<file path="config.mk">
export PLATFORM = sky130hd
export DESIGN_NAME = long_branch_condition_unit
export DESIGN_NICKNAME = d
export VERILOG_FILES = /design/src/inc/long_branch_pkg.sv /design/src/core/branch_cond.sv /design/src/core/target_calc.sv /design/src/core/long_branch_condition_unit.sv
export SDC_FILE = /design/constraint.sdc
export NUM_CORES = 1
export LEC_CHECK = 0
export BUFFER_PORTS_ARGS = -buffer_cell sky130_fd_sc_hd__buf_2
export CORE_MARGIN = 5
export CORE_UTILIZATION = 25
export DETAILED_ROUTE_END_ITERATION = 10
export SLEW_MARGIN = 20
export SYNTH_ARGS = -nofsm -noshare
export SYNTH_HDL_FRONTEND = slang
export SYNTH_HIERARCHICAL = 1
export SYNTH_SLANG_ARGS = --single-unit
</file>
<file path="constraint.sdc">
create_clock -name ref_clk -period 5.3 [get_ports ref_clk]
set_input_delay 1.06 -clock ref_clk [delete_from_list [all_inputs] [get_ports ref_clk]]
set_output_delay 1.06 -clock ref_clk [all_outputs]
set_load 0.01 [all_outputs]
</file>
<file path="src/inc/long_branch_pkg.sv">
// shared constants, types and register map for the long branch condition unit
package long_branch_pkg;

    // ====================================================================
    // encoding
    localparam logic [7:0] PREFIX_BYTE = 8'h18;
    localparam logic [3:0] OP_GROUP = 4'h2;
    localparam logic [7:0] OP_ALWAYS = 8'h20;
    localparam logic [7:0] OP_NEVER = 8'h21;
    localparam logic [7:0] OP_UNS_HIGHER = 8'h22;
    localparam logic [7:0] OP_UNS_LOWER_SAME = 8'h23;
    localparam logic [7:0] OP_CARRY_CLEAR = 8'h24;
    localparam logic [7:0] OP_CARRY_SET = 8'h25;
    localparam logic [7:0] OP_NOT_EQUAL = 8'h26;
    localparam logic [7:0] OP_EQUAL = 8'h27;
    localparam logic [7:0] OP_NO_OVERFLOW = 8'h28;
    localparam logic [7:0] OP_ON_OVERFLOW = 8'h29;
    localparam logic [7:0] OP_POSITIVE = 8'h2a;
    localparam logic [7:0] OP_NEGATIVE = 8'h2b;
    localparam logic [7:0] OP_SIGNED_GE = 8'h2c;
    localparam logic [7:0] OP_SIGNED_LT = 8'h2d;
    localparam logic [7:0] OP_SIGNED_GT = 8'h2e;
    localparam logic [7:0] OP_SIGNED_LE = 8'h2f;

    // ====================================================================
    // timing and program counter step
    localparam int TAKEN_CYCLES = 4;
    localparam int NOT_TAKEN_CYCLES = 3;
    localparam logic [15:0] PC_STEP = 16'h0004;

    // ====================================================================
    // register map, byte addresses
    localparam logic [7:0] REG_CTRL = 8'h00;
    localparam logic [7:0] REG_STATUS = 8'h04;
    localparam logic [7:0] REG_TAKEN_CNT = 8'h08;
    localparam logic [7:0] REG_NOT_TAKEN_CNT = 8'h0c;
    localparam int CTRL_ENABLE_BIT = 0;
    localparam logic CTRL_ENABLE_RESET = 1'b1;
    localparam int STATUS_BUSY_BIT = 0;
    localparam int STATUS_TAKEN_BIT = 1;
    localparam int STATUS_BAD_BIT = 2;

    // ====================================================================
    // types
    typedef struct packed {
        logic n;
        logic z;
        logic v;
        logic c;
    } flags_t;

    typedef struct packed {
        logic [7:0] prefix;
        logic [7:0] opcode;
        logic [7:0] offHigh;
        logic [7:0] offLow;
    } insn_t;

    typedef enum logic [1:0] {
        ST_IDLE = 2'b01,
        ST_EXEC = 2'b10
    } state_t;

endpackage

</file>
<file path="src/core/branch_cond.sv">
// opcode decode and flag test for the prefixed long branch family
`timescale 1ns/1ns
`default_nettype none

module branch_cond (
    // instruction bytes
    input wire logic [7:0] prefix,
    input wire logic [7:0] opcode,
    // condition codes
    input wire long_branch_pkg::flags_t flags,
    // result
    output logic isLongBranch,
    output logic condMet
);

    // ====================================================================
    // even opcode gives the base test, the odd one its complement
    function automatic logic evalCond(input logic [7:0] op, input long_branch_pkg::flags_t f);
        logic base;
        base = 1'b0;
        case ({op[7:1], 1'b0})
            long_branch_pkg::OP_ALWAYS: base = 1'b1; // RULE_15
            long_branch_pkg::OP_UNS_HIGHER: base = !(f.c | f.z); // RULE_10
            long_branch_pkg::OP_CARRY_CLEAR: base = !f.c; // RULE_11
            long_branch_pkg::OP_NOT_EQUAL: base = !f.z; // RULE_12
            long_branch_pkg::OP_NO_OVERFLOW: base = !f.v; // RULE_01 RULE_14
            long_branch_pkg::OP_POSITIVE: base = !f.n; // RULE_13
            long_branch_pkg::OP_SIGNED_GE: base = !(f.n ^ f.v); // RULE_09
            long_branch_pkg::OP_SIGNED_GT: base = !(f.z | (f.n ^ f.v)); // RULE_08
            default: base = 1'b0;
        endcase
        return base ^ op[0];
    endfunction

    // only prefix plus 0x2n belongs to this family
    assign isLongBranch = (prefix == long_branch_pkg::PREFIX_BYTE) && (opcode[7:4] == long_branch_pkg::OP_GROUP); // RULE_04
    assign condMet = isLongBranch && evalCond(opcode, flags);

endmodule
`default_nettype wire

</file>
<file path="src/core/target_calc.sv">
// next program counter: step past the four bytes, plus offset when taken
`timescale 1ns/1ns
`default_nettype none

module target_calc (
    // operands
    input wire logic [15:0] insAddr,
    input wire logic [15:0] offset,
    input wire logic taken,
    // result
    output logic [15:0] target
);

    // ====================================================================
    // 16-bit wrap is intended: a two's complement offset reaches back
    wire logic [15:0] stepped;
    assign stepped = insAddr + long_branch_pkg::PC_STEP; // RULE_02
    assign target = taken ? stepped + offset : stepped; // RULE_02 RULE_03

endmodule
`default_nettype wire

</file>
<file path="src/core/long_branch_condition_unit.sv">
// long relative branch decode, condition test, cycle sequencing and apb status
`timescale 1ns/1ns
`default_nettype none

// ========================================================================
// Contract
// (RULE_01) the no-overflow branch is taken only when the overflow flag is 0.
// (RULE_02) taken: pc becomes address plus 4 plus offset; not taken: address plus 4.
// (RULE_03) the offset is a 16-bit two's complement word from the third and fourth bytes.
// (RULE_04) the no-overflow branch is the bytes 0x18, 0x28, offset high, offset low.
// (RULE_05) a taken conditional branch lasts four cycles and refills the queue.
// (RULE_06) a not-taken conditional branch lasts three cycles with no refill.
// (RULE_07) no long branch alters any condition code flag.
// (RULE_08) 0x2e branches when z or (n xor v) is 0, 0x2f when it is 1.
// (RULE_09) 0x2c branches when n xor v is 0, 0x2d when it is 1.
// (RULE_10) 0x22 branches when c or z is 0, 0x23 when it is 1.
// (RULE_11) 0x24 branches when carry is 0, 0x25 when it is 1.
// (RULE_12) 0x27 branches when zero is 1, 0x26 when it is 0.
// (RULE_13) 0x2b branches when negative is 1, 0x2a when it is 0.
// (RULE_14) 0x29 branches when overflow is 1, the complement of 0x28.
// (RULE_15) 0x20 always branches and 0x21 never does.

module long_branch_condition_unit #(
    parameter int CNT_W = 2
) (
    // clock and reset
    input wire logic ref_clk,
    input wire logic rst_b,
    // apb slave
    input wire logic psel,
    input wire logic penable,
    input wire logic pwrite,
    input wire logic [7:0] paddr,
    input wire logic [31:0] pwdata,
    output logic [31:0] prdata,
    output logic pready,
    output logic pslverr,
    // instruction queue
    input wire logic insValid,
    output logic insReady,
    input wire long_branch_pkg::insn_t insBytes,
    input wire logic [15:0] insAddr,
    // condition codes
    input wire long_branch_pkg::flags_t ccrIn,
    output long_branch_pkg::flags_t ccrOut,
    // program counter side
    output logic [15:0] pcNext,
    output logic branchTaken,
    output logic refillReq,
    output logic execDone,
    output logic badOpcode
);

    localparam logic [CNT_W-1:0] TAKEN_LOAD = CNT_W'(long_branch_pkg::TAKEN_CYCLES - 1);
    localparam logic [CNT_W-1:0] NOT_TAKEN_LOAD = CNT_W'(long_branch_pkg::NOT_TAKEN_CYCLES - 1);

    long_branch_pkg::state_t stateReg;
    long_branch_pkg::state_t stateNext;
    logic [CNT_W-1:0] cntReg;
    logic [CNT_W-1:0] cntNext;
    logic startReg;
    logic takenReg;
    logic badReg;
    logic [15:0] pcReg;
    logic [15:0] addrReg;
    logic [15:0] offReg;
    logic [7:0] opReg;
    long_branch_pkg::flags_t ccrReg;
    logic enableReg;
    logic [31:0] takenCntReg;
    logic [31:0] notTakenCntReg;
    logic [31:0] prdataReg;
    logic pslverrReg;

    // ====================================================================
    // decode and target
    wire logic isLong;
    wire logic condMet;
    wire logic [15:0] offWord;
    wire logic [15:0] target;

    assign offWord = {insBytes.offHigh, insBytes.offLow}; // RULE_03

    branch_cond u_cond (
        .prefix(insBytes.prefix),
        .opcode(insBytes.opcode),
        .flags(ccrIn),
        .isLongBranch(isLong),
        .condMet(condMet)
    );

    target_calc u_target (
        .insAddr(insAddr),
        .offset(offWord),
        .taken(condMet),
        .target(target)
    );

    // ====================================================================
    // sequencing
    wire logic insFire;
    wire logic goodFire;
    wire logic lastCycle;

    // one instruction at a time; a disabled unit refuses the queue
    assign insReady = (stateReg == long_branch_pkg::ST_IDLE) && enableReg;
    assign insFire = insValid && insReady;
    assign goodFire = insFire && isLong; // RULE_04
    assign lastCycle = (stateReg == long_branch_pkg::ST_EXEC) && (cntReg == '0);
    // taken runs four cycles, not taken three
    assign cntNext = goodFire ? (condMet ? TAKEN_LOAD : NOT_TAKEN_LOAD) : // RULE_05 RULE_06
        ((cntReg != '0) ? cntReg - CNT_W'(1) : cntReg);

    // state transitions
    always_comb begin
        stateNext = stateReg;
        case (stateReg)
            long_branch_pkg::ST_IDLE: begin
                if (goodFire) begin
                    stateNext = long_branch_pkg::ST_EXEC;
                end
            end
            long_branch_pkg::ST_EXEC: begin
                if (lastCycle) begin
                    stateNext = long_branch_pkg::ST_IDLE;
                end
            end
            default: stateNext = long_branch_pkg::ST_IDLE;
        endcase
    end

    // state and cycle count
    always_ff @(posedge ref_clk or negedge rst_b) begin
        if (!rst_b) begin
            stateReg <= long_branch_pkg::ST_IDLE;
            cntReg <= '0;
            startReg <= 1'b0;
            badReg <= 1'b0;
        end else begin
            stateReg <= stateNext;
            cntReg <= cntNext;
            startReg <= goodFire;
            badReg <= insFire && !isLong; // RULE_04
        end
    end

    // instruction capture; flags are carried through untouched
    always_ff @(posedge ref_clk or negedge rst_b) begin
        if (!rst_b) begin
            takenReg <= 1'b0;
            pcReg <= '0;
            addrReg <= '0;
            offReg <= '0;
            opReg <= '0;
            ccrReg <= '0;
        end else if (goodFire) begin
            takenReg <= condMet; // RULE_01
            pcReg <= target; // RULE_02
            addrReg <= insAddr;
            offReg <= offWord; // RULE_03
            opReg <= insBytes.opcode;
            ccrReg <= ccrIn; // RULE_07
        end
    end

    // queue refill only on the first cycle of a taken branch
    assign refillReq = startReg && takenReg; // RULE_05 RULE_06
    assign execDone = lastCycle;
    assign badOpcode = badReg;
    assign branchTaken = takenReg;
    assign pcNext = pcReg;
    assign ccrOut = ccrReg; // RULE_07

    // ====================================================================
    // apb register file, zero wait states
    wire logic setupPhase;
    wire logic wrAccess;
    wire logic selCtrl;
    wire logic selStatus;
    wire logic selTaken;
    wire logic selNotTaken;
    wire logic mapped;
    wire logic [31:0] statusWord;
    wire logic [31:0] rdMux;
    wire logic incTaken;
    wire logic incNotTaken;

    assign setupPhase = psel && !penable;
    assign wrAccess = psel && penable && pwrite;
    assign selCtrl = (paddr == long_branch_pkg::REG_CTRL);
    assign selStatus = (paddr == long_branch_pkg::REG_STATUS);
    assign selTaken = (paddr == long_branch_pkg::REG_TAKEN_CNT);
    assign selNotTaken = (paddr == long_branch_pkg::REG_NOT_TAKEN_CNT);
    assign mapped = selCtrl || selStatus || selTaken || selNotTaken;
    assign statusWord = {29'h0, badReg, takenReg, stateReg == long_branch_pkg::ST_EXEC};
    assign rdMux = selCtrl ? {31'h0, enableReg} :
        selStatus ? statusWord :
        selTaken ? takenCntReg :
        selNotTaken ? notTakenCntReg : 32'h0;
    assign incTaken = goodFire && condMet;
    assign incNotTaken = goodFire && !condMet;
    assign pready = 1'b1;
    assign prdata = prdataReg;
    assign pslverr = pslverrReg;

    // read data is sampled in the setup cycle so prdata comes from a flop
    always_ff @(posedge ref_clk or negedge rst_b) begin
        if (!rst_b) begin
            prdataReg <= '0;
            pslverrReg <= 1'b0;
        end else if (setupPhase) begin
            prdataReg <= pwrite ? 32'h0 : rdMux;
            pslverrReg <= !mapped;
        end
    end

    // control write; the enable gates the queue handshake
    always_ff @(posedge ref_clk or negedge rst_b) begin
        if (!rst_b) begin
            enableReg <= long_branch_pkg::CTRL_ENABLE_RESET;
        end else if (wrAccess && selCtrl) begin
            enableReg <= pwdata[long_branch_pkg::CTRL_ENABLE_BIT];
        end
    end

    // outcome counters: a write to a counter's own address clears it, but a same-cycle count is kept
    always_ff @(posedge ref_clk or negedge rst_b) begin
        if (!rst_b) begin
            takenCntReg <= '0;
            notTakenCntReg <= '0;
        end else begin
            if (wrAccess && selTaken) begin
                takenCntReg <= {31'h0, incTaken};
            end else if (incTaken) begin
                takenCntReg <= takenCntReg + 32'h1;
            end
            if (wrAccess && selNotTaken) begin
                notTakenCntReg <= {31'h0, incNotTaken};
            end else if (incNotTaken) begin
                notTakenCntReg <= notTakenCntReg + 32'h1;
            end
        end
    end

    // ====================================================================
    // checks
    wire logic [7:0] opPair;
    wire logic clrTaken;
    wire logic clrNotTaken;
    assign opPair = {opReg[7:1], 1'b0};
    assign clrTaken = wrAccess && selTaken;
    assign clrNotTaken = wrAccess && selNotTaken;
endmodule
`default_nettype wire

</file>
==> flow_metrics.tcl <==
set metrics [dict create \
    synth-seq-area-share_pct 43.1 \
    antennaDiodeCount 0 \
    synth_seq_cells 125 \
    antenna_found_initial 0 \
    drive_gt1_share_pct 23.7 \
    syn_area_per_cell_sq_um 9.37 \
    post-cts-setup-buffers 0 \
    crit_type "in -> reg" \
    die-height_um 181 \
    status "complete, no violations" \
    htree_levels 4 \
    synth-edff-count 0 \
    postSynthCellCount 776 \
    grt_use_total_pct 11.5 \
    fmax_mhz 249 \
    hold_path.class "reg -> reg" \
    cts_buffer_depth 2 \
    worst_slew_pin_slew_ps 988 \
    yosys-top-cells-count "dfrtp_1, nor2_1, nand2_1" \
    postLayoutCellArea_sq_um 8950 \
    leakage_uw 0.00420 \
    clkTransAtPathRegs_ps 70 \
    start_util_pct 25.3 \
    rows 62 \
    cp_max_fo 33 \
    finalPower_uw 2360 \
    drtIter0Drc 269 \
    yosys.area.top_type_share_pct 42.3 \
    grt.overflow.total 0 \
    final_antenna_net_count 0 \
    io_pins 157 \
    timing.final.max_slew_violations 0 \
    timing.final.ws_setup_ps 1290 \
    arrival_ps 4360 \
    grt_pass1_wl_um 31100 \
    finalNetCount 1025 \
    first_pass_iters 4 \
    routed_wl_um 18800 \
    vias 6183 \
    relSlewSlack_pct 33.9 \
    required_ps 5650 \
    synth_flop_cell "dfrtp_1" \
    hpwlAfterDp_um 13900 \
    setup_tns_ps 0 \
    synth.most_common_cell "dfrtp_1" \
    placed_area_sq_um 8370 \
    max-cap-violations 0 \
    fin_skew_ps 20.1 \
    post_cts_resized 0 \
    io_buffers 124 \
    ys_warn_count 6 \
    post-route-min-period_ps 4010 \
    yosys.area.top_type "dfrtp_1" \
    die_x_um 181 \
    start_kind "input port" \
    finalSetupViolCount 0 \
    powerDensity_nw_per_um2 264 \
    wl_per_cell_um 14.4 \
    die_area_sq_um 32600 \
    cts.sinks 125 \
    place.gp.congestion 0.851 \
    syn_area_sq_um 7270 \
    viasPerCell 4.76 \
    yosysUniqueCellTypes 67 \
    min_period_over_period_pct 75.7 \
    core_sq_um 28700 \
    numCtsBuffers 17 \
    synth_nets 898 \
    grt_pass1_vias 6153 \
    area_delta_synth_final_pct 23.1 \
    ctsHoldBuffers 0 \
    hold_violations 0 \
    ir_drop_v 0.000180 \
    pre_cts_ws_ps 832 \
    layout.cells.non_filler 1300 \
    placed_cells 1268 \
    clk_latency_ps 430 \
    rsz0062_at_grt "false" \
    end_kind "flip-flop" \
    synth_area_leaders "dfrtp_1, xor2_1, mux2i_1" \
    cts_tree "done" \
    clockRootBuffer "clkbuf_16" \
    drc 0 \
    postSynth.asyncResetShare_pct 100 \
    grt_max_degree 48 \
]
path summary, 6_finish.rpt:
kind | startpoint | end | slack [ps] | cells past startpoint
min in group asynchronous | rst_b | notTakenCntReg[6] | 600 | 1
max in group asynchronous | rst_b | takenCntReg[9] | 3680 | 2
setup / recovery | insBytes[20] | takenCntReg[27] | 1290 | 11
hold / removal | prdata[30] | prdata[30] | 470 | 2
hold reg to reg | prdata[30] | prdata[30] | 470 | 2
setup reg to reg | enableReg | notTakenCntReg[31] | 2650 | 5
kinds of logic after synthesis:
kind of cell / after synthesis / synth area share (%)
simple gates: 317 / 22.2
flops: 125 / 43.1
compound gates: 122 / 10.0
xor+xnor: 77 / 9.28
mux: 58 / 8.42
buf+inv: 52 / 2.74
fa+ha+maj: 24 / 4.23
other cells: 1 / 0.0516
metrics by stage:
| stage | hold WS, ps | utilization, % |
|---|---|---|
| after floorplan | 516 | - |
| after global placement | 457 | 29.2 |
| after detailed placement | 466 | 29.2 |
| after CTS | 481 | 31.2 |
| after global routing | 494 | 31.2 |
| final | 471 | 31.2 |
per-layer routing:
layer  GRT usage (%)  vias up  share of wire [%]
met2            19.2      162                 48
met3            2.68       20                4.7
met1            14.7     2990                 46
li1                -     3011                  -
met4            3.81        0                1.5
met5               0        -                  0
area by class of cell:
class	count	area, sq um
fillers	3058	19800
multi-input cells	599	3960
flip-flops and latches	125	3130
repair buffers	137	721
well taps	384	480
clock buffers	17	425
clock inverters	15	145
inverters	23	86.3
placed cells by master, fill, tap and decap left out, types with 3 or more instances in the layout:
cell type,n
a21oi_1,38
and2_1,4
and3_1,14
and4_1,4
buf_2,123
buf_4,14
clkbuf_16,17
dfrtp_1,123
ha_1,23
inv_1,23
inv_6,5
inv_8,5
mux2_2,25
mux2i_1,32
nand2_1,74
nand2b_1,8
nand3_1,36
nand3b_1,5
nand4_1,33
nor2_1,86
nor3_1,11
nor3_2,4
nor4_1,9
o21a_1,3
o21ai_0,51
o21ai_1,3
or3_1,10
xnor2_1,33
xor2_1,44
worst max-delay path, cell delays in order:
cell,delay [ps]
buf_2,100
or4b_4,530
a31o_1,210
a311oi_2,310
mux2i_4,300
buf_4,360
nand3_1,160
nor3_2,330
nand4_1,360
or4_1,490
a21oi_1,150
power breakdown:
part / total, uW / internal [uW] / leakage [uW] / switching (uW)
Sequential: 969 / 964 / 0.00172 / 4.83
Combinational: 243 / 102 / 0.00220 / 140
Clock: 1150 / 625 / 0.000278 / 522
flip-flops by register name (all words and copies together) (netlist names):
signal,cells
notTakenCntReg,32
prdata,32
takenCntReg,32
pcNext,16
ccrOut,4
cntReg,2
stateReg,2
badOpcode,1
branchTaken,1
enableReg,1
pslverr,1
startReg,1
Note: power is estimated with default switching activity, not from simulation.
